[src/core/ddc_defs.svh]
// Offsets, field positions and timing counts of the command decoder
`ifndef DDC_DEFS_SVH
`define DDC_DEFS_SVH

`define DDC_ADDR_BITS     14
`define DDC_BANK_BITS     3
`define DDC_A10_POS       10
`define DDC_MR_SEL_BITS   2
`define DDC_MR_COUNT      4
`define DDC_MR_RESET      14'h0000
`define DDC_BURST_LEN     4
`define DDC_BURST_CLKS    (`DDC_BURST_LEN / 2)
`define DDC_CLK_NS        40
`define DDC_PD_MAX_NS     7800
`define DDC_PD_MAX_CLKS   (`DDC_PD_MAX_NS / `DDC_CLK_NS)

`endif

[src/core/ddc_pkg.sv]
// Types shared by both ends of the command link
package ddc_pkg;

	typedef enum logic [3:0] {
		DDC_NOP        = 4'h0,
		DDC_DESEL      = 4'h1,
		DDC_MODE_LOAD  = 4'h2,
		DDC_REFRESH    = 4'h3,
		DDC_SREF_ENTER = 4'h4,
		DDC_PD_ENTER   = 4'h5,
		DDC_LOW_EXIT   = 4'h6,
		DDC_ACTIVATE   = 4'h7,
		DDC_PRE_BANK   = 4'h8,
		DDC_PRE_ALL    = 4'h9,
		DDC_READ       = 4'ha,
		DDC_READ_AP    = 4'hb,
		DDC_WRITE      = 4'hc,
		DDC_WRITE_AP   = 4'hd,
		DDC_ILLEGAL    = 4'he
	} ddc_cmd_t;

	typedef enum logic [2:0] {
		DDC_PW_ON   = 3'b001,
		DDC_PW_DOWN = 3'b010,
		DDC_PW_SREF = 3'b100
	} ddc_pwr_t;

endpackage

[src/core/ddc_if.sv]
// Command and address pins between controller and memory device
`timescale 1ns/10ps
`include "ddc_defs.svh"

interface ddc_if;
	logic                         cs_n;
	logic                         ras_n;
	logic                         cas_n;
	logic                         we_n;
	logic                         cke;
	logic [`DDC_BANK_BITS-1:0]    ba;
	logic [`DDC_ADDR_BITS-1:0]    addr;

	modport ctrl (output cs_n, output ras_n, output cas_n, output we_n,
		output cke, output ba, output addr);
	modport dev (input cs_n, input ras_n, input cas_n, input we_n,
		input cke, input ba, input addr);
endinterface

[src/core/ddc_dev.sv]
// Device end: samples the pins and decodes each command
`timescale 1ns/10ps
`include "ddc_defs.svh"

module ddc_dev (
	input  wire logic                       ref_clk,
	input  wire logic                       arst_n,
	ddc_if.dev                              pins,
	output ddc_pkg::ddc_cmd_t               cmd,
	output logic                            cmd_stb,
	output logic [`DDC_BANK_BITS-1:0]       cmd_bank,
	output logic [`DDC_ADDR_BITS-1:0]       cmd_addr,
	output ddc_pkg::ddc_pwr_t               pwr_state,
	output logic                            burst_busy,
	output logic                            cmd_violation,
	output logic [`DDC_ADDR_BITS-1:0]       mode_reg [`DDC_MR_COUNT]
);

	typedef struct packed {
		logic                                          cke_prev;
		ddc_pkg::ddc_cmd_t                             cmd;
		logic                                          stb;
		logic [`DDC_BANK_BITS-1:0]                     bank;
		logic [`DDC_ADDR_BITS-1:0]                     addr;
		ddc_pkg::ddc_pwr_t                             pwr;
		logic [1:0]                                    busy;
		logic                                          bsy;
		logic                                          viol;
		logic [`DDC_MR_COUNT-1:0][`DDC_ADDR_BITS-1:0]  mr;
	} ddc_dev_st_t;

	ddc_dev_st_t       st_r;
	ddc_dev_st_t       st_nxt;
	ddc_pkg::ddc_cmd_t dec;
	logic              idle_enc;

	// Decode of RAS/CAS/WE with the clock enable held high
	function automatic ddc_pkg::ddc_cmd_t ddc_decode(input logic [2:0] rcw,
		input logic a10);
		case (rcw)
			3'h0: ddc_decode = ddc_pkg::DDC_MODE_LOAD;
			3'h1: ddc_decode = ddc_pkg::DDC_REFRESH;
			3'h3: ddc_decode = ddc_pkg::DDC_ACTIVATE;
			3'h2: ddc_decode = a10 ? ddc_pkg::DDC_PRE_ALL : ddc_pkg::DDC_PRE_BANK;
			3'h5: ddc_decode = a10 ? ddc_pkg::DDC_READ_AP : ddc_pkg::DDC_READ;
			3'h4: ddc_decode = a10 ? ddc_pkg::DDC_WRITE_AP : ddc_pkg::DDC_WRITE;
			3'h7: ddc_decode = ddc_pkg::DDC_NOP;
			default: ddc_decode = ddc_pkg::DDC_ILLEGAL;
		endcase
	endfunction

	assign idle_enc = pins.cs_n | ({pins.ras_n, pins.cas_n, pins.we_n} == 3'h7);

	always_comb begin
		dec = ddc_pkg::DDC_NOP;
		case ({st_r.cke_prev, pins.cke})
			2'b11: begin
				if (pins.cs_n)
					dec = ddc_pkg::DDC_DESEL;
				else
					dec = ddc_decode({pins.ras_n, pins.cas_n, pins.we_n},
						pins.addr[`DDC_A10_POS]);
			end
			2'b10: begin
				if (!pins.cs_n && {pins.ras_n, pins.cas_n, pins.we_n} == 3'h1)
					dec = ddc_pkg::DDC_SREF_ENTER;
				else if (idle_enc)
					dec = ddc_pkg::DDC_PD_ENTER;
				else
					dec = ddc_pkg::DDC_ILLEGAL;
			end
			2'b01: dec = idle_enc ? ddc_pkg::DDC_LOW_EXIT : ddc_pkg::DDC_ILLEGAL;
			default: dec = ddc_pkg::DDC_NOP;
		endcase
	end

	// Everything is taken at the rising edge only
	always_comb begin
		st_nxt          = st_r;
		st_nxt.cke_prev = pins.cke;
		st_nxt.stb      = 1'b0;
		st_nxt.viol     = 1'b0;
		if (st_r.busy != 2'h0)
			st_nxt.busy = st_r.busy - 2'h1;
		if (st_r.busy != 2'h0 && dec != ddc_pkg::DDC_NOP && dec != ddc_pkg::DDC_DESEL) begin
			// A short burst cannot be cut, so the command is dropped
			st_nxt.viol = 1'b1;
		end else if (dec == ddc_pkg::DDC_ILLEGAL) begin
			st_nxt.viol = 1'b1;
		end else if (!(dec == ddc_pkg::DDC_NOP && !(st_r.cke_prev & pins.cke))) begin
			st_nxt.stb  = 1'b1;
			st_nxt.cmd  = dec;
			st_nxt.bank = pins.ba;
			st_nxt.addr = pins.addr;
			case (dec)
				ddc_pkg::DDC_MODE_LOAD:
					st_nxt.mr[pins.ba[`DDC_MR_SEL_BITS-1:0]] = pins.addr;
				ddc_pkg::DDC_READ, ddc_pkg::DDC_READ_AP,
				ddc_pkg::DDC_WRITE, ddc_pkg::DDC_WRITE_AP:
					st_nxt.busy = 2'(`DDC_BURST_CLKS - 1);
				ddc_pkg::DDC_SREF_ENTER: st_nxt.pwr = ddc_pkg::DDC_PW_SREF;
				// Refresh stalls while down; the controller caps the stay
				ddc_pkg::DDC_PD_ENTER: st_nxt.pwr = ddc_pkg::DDC_PW_DOWN;
				ddc_pkg::DDC_LOW_EXIT: st_nxt.pwr = ddc_pkg::DDC_PW_ON;
				default: ;
			endcase
		end
		// Busy flag kept in a flop so the pin needs no compare
		st_nxt.bsy = (st_nxt.busy != 2'h0);
	end

	always_ff @(posedge ref_clk or negedge arst_n) begin
		if (!arst_n) begin
			st_r <= '{cke_prev: 1'b0, cmd: ddc_pkg::DDC_NOP, stb: 1'b0, bank: '0,
				addr: '0, pwr: ddc_pkg::DDC_PW_ON, busy: 2'h0, bsy: 1'b0, viol: 1'b0,
				mr: {`DDC_MR_COUNT{`DDC_MR_RESET}}};
		end else begin
			st_r <= st_nxt;
		end
	end

	assign cmd           = st_r.cmd;
	assign cmd_stb       = st_r.stb;
	assign cmd_bank      = st_r.bank;
	assign cmd_addr      = st_r.addr;
	assign pwr_state     = st_r.pwr;
	assign burst_busy    = st_r.bsy;
	assign cmd_violation = st_r.viol;

	for (genvar i = 0; i < `DDC_MR_COUNT; i++) begin : g_mr
		assign mode_reg[i] = st_r.mr[i];
	end

endmodule

[src/flat_wrapper.sv]
// flat-port wrapper written by rule: the top's interface ports become plain ports
module ddc_dev_flat 
  (ref_clk, arst_n, cmd, cmd_stb, cmd_bank, cmd_addr, pwr_state, burst_busy, cmd_violation, mode_reg, pins_cs_n, pins_ras_n, pins_cas_n, pins_we_n, pins_cke, pins_ba, pins_addr);
  ddc_if pins_i ();
  input  wire logic ref_clk;
  input  wire logic arst_n;
  output ddc_pkg::ddc_cmd_t cmd;
  output logic cmd_stb;
  output logic [`DDC_BANK_BITS-1:0] cmd_bank;
  output logic [`DDC_ADDR_BITS-1:0] cmd_addr;
  output ddc_pkg::ddc_pwr_t pwr_state;
  output logic burst_busy;
  output logic cmd_violation;
  output logic [`DDC_ADDR_BITS-1:0] mode_reg[`DDC_MR_COUNT];
  input wire logic [$bits(pins_i.cs_n)-1:0] pins_cs_n;
  input wire logic [$bits(pins_i.ras_n)-1:0] pins_ras_n;
  input wire logic [$bits(pins_i.cas_n)-1:0] pins_cas_n;
  input wire logic [$bits(pins_i.we_n)-1:0] pins_we_n;
  input wire logic [$bits(pins_i.cke)-1:0] pins_cke;
  input wire logic [$bits(pins_i.ba)-1:0] pins_ba;
  input wire logic [$bits(pins_i.addr)-1:0] pins_addr;
  assign pins_i.cs_n = pins_cs_n;
  assign pins_i.ras_n = pins_ras_n;
  assign pins_i.cas_n = pins_cas_n;
  assign pins_i.we_n = pins_we_n;
  assign pins_i.cke = pins_cke;
  assign pins_i.ba = pins_ba;
  assign pins_i.addr = pins_addr;
  ddc_dev u_core (.ref_clk(ref_clk), .arst_n(arst_n), .pins(pins_i), .cmd(cmd), .cmd_stb(cmd_stb), .cmd_bank(cmd_bank), .cmd_addr(cmd_addr), .pwr_state(pwr_state), .burst_busy(burst_busy), .cmd_violation(cmd_violation), .mode_reg(mode_reg));
endmodule
[config.mk]
export PLATFORM = sky130hd
export DESIGN_NAME = ddc_dev_flat
export DESIGN_NICKNAME = d
export VERILOG_FILES = /design/src/core/ddc_pkg.sv /design/src/core/ddc_if.sv /design/src/core/ddc_dev.sv /design/src/flat_wrapper.sv
export VERILOG_INCLUDE_DIRS = /design/src /design/src/core
export SDC_FILE = /design/constraint.sdc
export NUM_CORES = 1
export LEC_CHECK = 0
export BUFFER_PORTS_ARGS = -buffer_cell sky130_fd_sc_hd__clkbuf_2
export CAP_MARGIN = 10
export CORE_UTILIZATION = 50
export DETAILED_ROUTE_END_ITERATION = 8
export PLACE_DENSITY = 0.85
export SLEW_MARGIN = 20
export SYNTH_ARGS = -nofsm -noshare
export SYNTH_HDL_FRONTEND = slang
export SYNTH_SLANG_ARGS = --single-unit
[constraint.sdc]
create_clock -name ref_clk -period 3.8 [get_ports ref_clk]
set_clock_uncertainty 0.1 [all_clocks]
set_input_delay 0.19 -clock ref_clk [delete_from_list [all_inputs] [get_ports ref_clk]]
set_output_delay 0.19 -clock ref_clk [all_outputs]
set_load 0.01 [all_outputs]
==> impl_metrics.ini, run 1 <==
[status]
status = finished, final reports clean

[logic_synthesis]
yosys.cell_count.top_type = dfrtp_1
syn_area_per_cell_um2 = 13.02
synthSimpleGateAreaFrac = 0.05633
async_reset_ff_frac = 1.000
syn_nets = 347
synth-compound-area-share = 0.03675
synth_xor_area_frac = 0.002108
ys_seq_area_frac = 0.5184
yosysUniqueCellTypes = 43
muxShareOfSynthArea = 0.2123
yosys_warnings = 0
synth_area_um2 = 4154
synth.area.top_cells = dfrtp_1 51%, buf_4 15%, mux2_2 8.9%
synth_common_cells = 85 x dfrtp_1, 81 x buf_4, 33 x mux2_2
yosys.area_share.adder = 0.01205
yosysTopAreaCell = dfrtp_1
ys_ff_latch = 86
synth_top_family_by_area = multiplexers
synthCells = 319
synth_ff_type = dfrtp_1
yosysTopAreaCellShare = 0.5120
synth_edf_count = 0

[layout]
layout.nets = 384
nFillCells = 672
postLayoutCellArea_um2 = 4476
final_core_util = 0.5674
drive_gt1_frac = 0.4820
n_antenna_cell = 0
syn2layout_area_growth_pct = 7.741
largest_reg_flops = 56

[setup_path]
cp_data_arrival_time_ps = 3410
r2r_slack_ps = 630
critPathLaunchType = input pin
worstPathRequired_ps = 3920
cp-end-kind = flip-flop
crit_slowest_cell = or3_1
path_cells = dlygate4sd3_1 > clkbuf_2 > ha_1 > nor2b_1 > a311oi_2 > o21ai_2 > or3_1 > or3_1 > mux2_1
crit_top_cell = or3_1
path_class = input pin to flip-flop
cp_max_fo = 14
max_stage_delay_ps = 690

[timing]
fmaxAchievable_mhz = 304.0
fin_crit_ps = 3289
worstMarginPinSlew_ps = 873.4
fin_crit_sh = 0.8656
finalSetupViolCount = 0
slew-limit-headroom = 0.4177
finalHoldViolCount = 0
final_max_slew_viol_count = 0
setup_tns_ps = 0
grt_setup_unrepaired = no

[drt]
ant_nets = 0
drt_wl_total_mm = 7.646
wl_per_cell_um = 16.51
via_per_inst = 5.147
first_iter_violations = 56
dr.pass1.iters = 4
vias = 2383
drc = 0

[power]
internal_power_uw = 1857
power.leakage_uw = 0.002288
total_power_uw = 2632
pwr-share-seq = 0.478
netSwitchingFraction = 0.2945
pwr-share-comb = 0.250
pwr-share-clk = 0.272
p_per_area_nw_per_um2 = 588.0
switching_power_uw = 774.9
peakVddDrop_uv = 224.5

[clock_tree]
cts.path.max_buffers = 2
cts_max_level = 3
clk_pin_slew_ps = 90
cts_tree = yes
worstSkewPairLatency_ps = 340
clock-sinks = 86
cts_made_buffers = 9
cts_root_buffer = clkbuf_8
post_cts_resize_count = 0
cts_hold_buf = 5
postCtsSetupBuffers = 0

[global_route]
grt_pass1_vias = 2248
antenna_found_initial = 0
track_usage = 0.1865
gr-total-overflow = 0
grt_max_degree = 87
grt_pass1_wl_mm = 12.16

[floorplanning]
initial_core_util = 0.5266
fp.dieW_um = 93.15
core-area_um2 = 7888
fp.dieArea_um2 = 8677
num_rows = 32
io_pins = 107
die_height_um = 93.15

[place]
place_area_um2 = 4198
gp_congestion = 0.8503
dpl.hpwl_mm = 5.355
port-buffer-count = 106

[flow_run]
cap_viol_max_count = 0

[worst_hold_path]
hold_class = input pin to flip-flop
[cells in the final DEF (no fill, tap or decap), types with 3 or more instances in the layout]
master and instances:
and3_1 3, o21ai_0 5, ha_1 4, buf_4 4, inv_1 6, clkbuf_8 10
nor2_1 9, nand3b_1 3, mux2_2 33, clkbuf_2 105, mux2_4 10, dlygate4sd3_1 5
mux2_1 32, nor3_1 4, nor2b_1 5, dfrtp_1 85
[layout make-up]
class	instances	area, um2	share of cell area
clock buffer	11	141.4	0.03159
sequential	86	2153	0.4811
clock inverter	5	82.58	0.01845
timing repair buffer	115	616.8	0.1378
inverter	6	22.52	0.005032
tap	102	127.6	0.02852
multi-input combinational	138	1331	0.2975
[power by group through the flow]
stage / sequential [uW] / clock, uW / combinational (uW)
6_report: 1260 / 715 / 659
5_1_grt: 1290 / 769 / 721
4_1_cts: 1260 / 735 / 670
3_5_place_dp: 1280 / 0 / 663
3_3_place_gp: 1260 / 0 / 645
2_1_floorplan: 1230 / 0 / 665
[critical path, delay by kind of cell]
family	cells	cell delay, ps
muxes	1	450
and+or+nand+nor	3	1290
adders and majority gates	1	270
AOI/OAI and AO/OA	2	550
buffers and inverters	2	660
[cells by family (layout without fill, tap and decap cells)]
| logic type | after synthesis | after routing |
|---|---|---|
| XOR/XNOR | 1 | 1 |
| AND/OR/NAND/NOR | 38 | 38 |
| AO/OA/AOI/OAI | 20 | 20 |
| buffers and inverters | 95 | 137 |
| multiplexers | 75 | 75 |
| adder cells (fa/ha/maj) | 4 | 4 |
| flip-flops | 86 | 86 |
[through the flow]
stage	hold slack, ps	setup slack (ps)	instances
final	24.10	510.7	463
after floorplan	-205.6	1044	319
after detailed placement	262.7	642.7	442
after global routing	21.79	394.4	463
after CTS	3.166	526.6	463
after global placement	248.7	724.4	442
[metal layers]
layer  up-vias  wire [um]  track usage
met1      1199       3467       0.2577
met4         0         77      0.05385
met2        85       3701       0.2935
li1       1090          -            -
met5         -          0            0
met3         9        399      0.04472
[path summary, 6_finish.rpt]
path,start,to,cells after the start
min,pins_addr[3],u_core.cmd_addr[3],2
min in group asynchronous,arst_n,u_core.mode_reg[25],2
max in group asynchronous,arst_n,u_core.cmd[1],2
max reg2reg,u_core.st_r[85],u_core.mode_reg[43],7
min reg2reg,u_core.st_r[58],u_core.st_r[58],1
max,pins_cke,u_core.mode_reg[43],9
Power figures use the tool's default switching activity.
==> inputs of run 2 (changes only) <==
Settings changed: ABC_AREA set to 1, MAX_ROUTING_LAYER set to met4, RECOVER_POWER set to 50.
==> run 2 against run 1 <==
Against the previous run:
- the run now ends with capacitance limit, slew limit left
- power is 1.3% higher
- fmax is 6.6% higher
- sequential power is 6% higher
- critical endpoint is now u_core.cmd_addr[7]
- largest power group unchanged
==> impl_metrics.ini, run 2 <==
[status]
status = finished, violations left
violations = capacitance limit, slew limit

[global_route]
grt_pass1_vias = 3085
track_usage = 0.2321
gr-total-overflow = 0
antenna_found_initial = 0
grt_pass1_wl_mm = 15.16
grt_max_degree = 87

[power]
total_power_uw = 2666
pwr-share-comb = 0.274
pwr-share-clk = 0.226
power.leakage_uw = 0.002471
netSwitchingFraction = 0.3499
internal_power_uw = 1733
p_per_area_nw_per_um2 = 605.1
pwr-share-seq = 0.500
peakVddDrop_uv = 334.0
switching_power_uw = 932.6

[layout]
n_antenna_cell = 0
nFillCells = 784
regArea_um2 = 2153
final_common_cell = nand2_1
largest_reg_flops = 56
drive_gt1_frac = 0.1867
final_cell_mix = 246 x nand2_1, 85 x dfrtp_1, 65 x clkbuf_2
postLayoutCellArea_um2 = 4405
layout.nets = 564
multiInputGateArea_um2 = 1318
syn2layout_area_growth_pct = 2.983

[setup_path]
critPathLaunchType = input pin
r2r-start = u_core.st_r[85]
cp-end-kind = flip-flop
ff2ff_path_depth = 12
path_class = input pin to flip-flop
cp_data_arrival_time_ps = 3260
worstPathRequired_ps = 3980
cp_max_fo = 17
r2r_slack_ps = 890
regToRegEndpoint = u_core.cmd_addr[7]

[floorplanning]
initial_core_util = 0.5180
num_rows = 33
fp.dieW_um = 94.50
fp.dieArea_um2 = 8929
io_pins = 107
die_height_um = 94.50
core-area_um2 = 8258

[logic_synthesis]
yosys_warnings = 0
syn_nets = 536
yosys.cell_count.top_type = nand2_1
ys_ff_latch = 86
ys_seq_area_frac = 0.5034
synthCells = 508
synth_area_um2 = 4278
async_reset_ff_frac = 1.000
yosysTopAreaCell = dfrtp_1
syn_area_per_cell_um2 = 8.421
synth_edf_count = 0
synth.area.top_cells = dfrtp_1 50%, nand2_1 22%, buf_4 14%
synth_ff_type = dfrtp_1
yosysUniqueCellTypes = 25
yosysTopAreaCellShare = 0.4972
synth_common_cells = 246 x nand2_1, 85 x dfrtp_1, 81 x buf_4

[flow_run]
cap_viol_max_count = 1

[timing]
setup_tns_ps = 0
finalHoldViolCount = 0
whs_ps = 21.43
final_max_slew_viol_count = 87
fmaxAchievable_mhz = 324.2
grt_setup_unrepaired = no
worstMarginPinSlew_ps = 2062
fin_crit_ps = 3085
slew-limit-headroom = -0.3748
fin_crit_sh = 0.8117
finalSetupViolCount = 0

[clock_tree]
worstSkewPairLatency_ps = 340
cts.path.max_buffers = 2
cts_max_level = 3
post_cts_resize_count = 0
cts_made_buffers = 9
cts_root_buffer = clkbuf_8
clock-sinks = 86
cts_tree = yes
clk_pin_slew_ps = 80
postCtsSetupBuffers = 0

[drt]
ant_nets = 0
drc = 0
dr.pass1.iters = 4
wl_per_cell_um = 14.46
via_per_inst = 4.932
drt_wl_total_mm = 9.343
first_iter_violations = 236
vias = 3186

[place]
dpl.hpwl_mm = 6.527
place_area_um2 = 4233
port-buffer-count = 106
gp_congestion = 0.8073

[worst_hold_path]
hold_depth = 3
whs_endpoint = u_core.mode_reg[48]
hold_class = input pin to flip-flop
min-delay-start = pins_addr[6]
[run 2: changes by cell type after synthesis, sizes merged, moves of 5 or more]
cell and change:
inv +18, mux2 -75, buf +7, nand4 +6
nor2 +5, nand3 +12, nor2b -5, nand2 +250
[run 2: worst max path at each step]
stage | startpoint | end | slack [ps] | cells past startpoint
after floorplan | u_core.st_r[85] | u_core.mode_reg[0] | 1780 | 10
after global placement | u_core.st_r[85] | u_core.cmd_addr[0] | 1170 | 12
after detailed placement | u_core.st_r[85] | u_core.cmd_addr[7] | 950 | 12
after CTS | pins_cke | u_core.cmd_addr[7] | 810 | 12
after global routing | pins_cke | u_core.cmd_addr[7] | 410 | 12
final | pins_cke | u_core.cmd_addr[7] | 720 | 12
[run 2: cell families after synthesis]
family / share of synthesized area
flops: 0.5034
buf+inv: 0.1887
compound gates: 0.01638
xor+xnor: 0.004096
simple gates: 0.2758
fa+ha+maj: 0.01170
[run 2: area by class of cell]
cell class | instances | area share
Tap cell | 105 | 0.02982
Clock buffer | 13 | 0.03834
Inverter | 24 | 0.02045
Sequential cell | 86 | 0.4888
Clock inverter | 3 | 0.003976
Multi-Input combinational cell | 304 | 0.2991
Timing Repair Buffer | 111 | 0.1196
[run 2: critical path, stage by stage]
cell           delay, ps
dlygate4sd3_1        520
clkbuf_1             180
inv_1                 90
ha_1                 280
o21bai_2             200
nand2_1              180
nand3_2              110
nand2_1              300
nand3_1              530
inv_2                470
nand2_1              120
nand2_1               90
[run 2: power by group through the flow]
stage                     Clock, uW  Combinational [uW]  Sequential (uW)
after floorplan                   0                 780             1290
after global placement            0                 738             1340
after detailed placement          0                 768             1340
after CTS                       618                 771             1330
after global routing            660                 830             1360
final                           603                 730             1330
[run 2: metal layers]
metal / track usage / wire, um / up-vias
li1: - / - / 1519
met1: 0.3005 / 4218 / 1543
met2: 0.3702 / 4509 / 116
met3: 0.05717 / 544 / 8
met4: 0.05303 / 70 / 0
met5: - / 0 / -
[run 2: timing repair]
action,CTS,global route
hold endpoints to repair,88,0
hold buffers,4,0
endpoints found under the setup margin,0,0
[run 2: stage by stage]
step	setup slack [ps]	utilization	instances
floorplan	1784	-	508
global route	413.0	0.5335	646
CTS	806.5	0.5400	646
finish	715.4	0.5335	646
detailed placement	950.3	0.5126	626
global placement	1170	0.5126	626
==> inputs of run 3 (changes only) <==
Clock period 3.8 ns to 2.89 ns, I/O delays scaled along.
==> run 3 against run 2 <==
Against the previous run:
- the flow still finishes with violations (capacitance limit, slew limit)
- largest cell class unchanged
- critical endpoint is now u_core.mode_reg[47]
- sequential share of layout area fell by 1.8 points
- power rose by 39%
- register-to-register slack got worse by 540 ps
- sequential cell count did not move
- non-clock buffer count rose by 18
- via count rose by 2.6%
- critical path depth rose by 2
- global-route usage rose by 0.14 points
- clock power rose by 64%
- design area rose by 3.9%
==> impl_metrics.ini, run 3 (synthesized netlist as in run 2, its figures left out) <==
[status]
status = finished, violations left
violations = capacitance limit, slew limit

[timing]
setup_tns_ps = 0
slew-limit-headroom = -0.4013
fmaxAchievable_mhz = 381.4
finalSetupViolCount = 0
final_max_slew_viol_count = 87
fin_crit_sh = 0.9072
whs_ps = 19.48
finalHoldViolCount = 0
worstMarginPinSlew_ps = 2102
grt_setup_unrepaired = no
fin_crit_ps = 2622

[clock_tree]
clk_pin_slew_ps = 90
cts.path.max_buffers = 2
clock-sinks = 86
cts_root_buffer = clkbuf_8
worstSkewPairLatency_ps = 340
cts_tree = yes
cts_made_buffers = 9
cts_max_level = 3

[place]
port-buffer-count = 106
place_area_um2 = 4255
dpl.cell_count = 629
gp_congestion = 0.9067
dpl.hpwl_mm = 6.741

[global_route]
track_usage = 0.2335
antenna_found_initial = 0
grt_max_degree = 87
gr-total-overflow = 0
grt_pass1_wl_mm = 15.31
grt_pass1_vias = 3168

[setup_path]
regToRegEndpoint = u_core.mode_reg[47]
critical-path-top-delay-family = simple AND/OR/NAND/NOR gates
crit_slowest_cell = dlygate4sd3_1
crit_buf_inv = 3
cp-end-kind = flip-flop
critPathLaunchType = input pin
path_cells = dlygate4sd3_1 > clkbuf_2 > ha_1 > nand2_1 > inv_2 > nand2_1 > o21bai_2 > nand2_1 > nand3_2 > nand2_1 > nand3_4 > nor2_4 > nand2_1 > nand2_1
cp_data_arrival_time_ps = 2810
worstPathRequired_ps = 3080
cp_max_fo = 14
r2r_slack_ps = 350
crit_start = pins_cke
r2r-start = u_core.st_r[85]
ff2ff_path_depth = 12
max_stage_delay_ps = 530
path_class = input pin to flip-flop
crit_top_cell = nand2_1

[drt]
met2_length_mm = 4.814
met1Wirelength_mm = 4.246
dr.pass1.iters = 5
drt_wl_total_mm = 9.828
via_per_inst = 4.932
ant_nets = 0
wl_met3_um = 656
highest_layer = met4
vias = 3270
first_iter_violations = 250
wl_per_cell_um = 14.82
drc = 0

[layout]
layout.nets = 582
postLayoutCellArea_um2 = 4578
n_antenna_cell = 0
final_common_cell = nand2_1
multiInputGateArea_um2 = 1323
stdcell_count = 663
final_core_util = 0.5544
drive_gt1_frac = 0.1165
regArea_um2 = 2153
largest_reg_flops = 56
syn2layout_area_growth_pct = 7.020
nFillCells = 786
final_cell_mix = 246 x nand2_1, 85 x dfrtp_1, 82 x clkbuf_1

[worst_hold_path]
whs_endpoint = u_core.mode_reg[38]
hold_class = input pin to flip-flop
hold_depth = 3
min-delay-start = pins_addr[10]

[flow_run]
cap_viol_max_count = 1

[floorplanning]
die_height_um = 94.50
num_rows = 33
fp.dieW_um = 94.50
fp.dieArea_um2 = 8929
core-area_um2 = 8258
io_pins = 107
initial_core_util = 0.5180

[power]
peakVddDrop_uv = 370.9
power.leakage_uw = 0.002442
p_per_area_nw_per_um2 = 808.3
==> run 3: what timing repair did <==
action                                 in CTS  in global routing
buffers inserted                            0                  1
setup endpoints to repair                   0                 16
gates resized for setup                     0                  1
endpoints found under the hold margin     150                  0
hold buffers                               18                  0
==> run 3: worst max-delay path by stage <==
stage | cells after the start | end | slack (ps)
2_1_floorplan | 10 | u_core.mode_reg[0] | 870
3_3_place_gp | 11 | u_core.mode_reg[0] | 490
3_5_place_dp | 11 | u_core.mode_reg[5] | 250
4_1_cts | 11 | u_core.mode_reg[5] | 140
5_1_grt | 14 | u_core.mode_reg[37] | 60
6_report | 14 | u_core.mode_reg[47] | 270
==> run 3: metal layers <==
metal,GRT usage,vias to the layer above
met5,-,-
met4,0.07955,0
met3,0.03784,16
met2,0.3847,134
met1,0.2933,1560
li1,-,1560
==> run 3: worst register-to-register path: cells and delay by family, from the launching register on <==
kind	cells	cell delay (ps)
flip-flops	1	410
AO/OA/AOI/OAI	1	100
buffers and inverters	1	50
AND/OR/NAND/NOR	9	1600
adder cells (fa/ha/maj)	1	230
==> run 3: final cells by class <==
type / count / share of cell area
clock inverters: 6 / 0.02432
repair buffers: 129 / 0.1410
flip-flops and latches: 86 / 0.4703
inverters: 24 / 0.01968
multi-input cells: 304 / 0.2889
clock buffers: 9 / 0.02706
well taps: 105 / 0.02870
==> run 3: metrics by stage <==
| step | total power (uW) | worst slack, ps |
|---|---|---|
| CTS | 3815 | 144.4 |
| floorplan | 2724 | 874.1 |
| detailed placement | 2791 | 250.8 |
| global placement | 2743 | 492.0 |
| finish | 3701 | 268.1 |
| global route | 3938 | 59.81 |
==> run 3: power breakdown <==
group	leakage (uW)	internal [uW]	switching, uW	total (uW)
logic	0.00124	332	629	961
registers	0.00108	1540	209	1750
clock network	0.000115	569	420	989
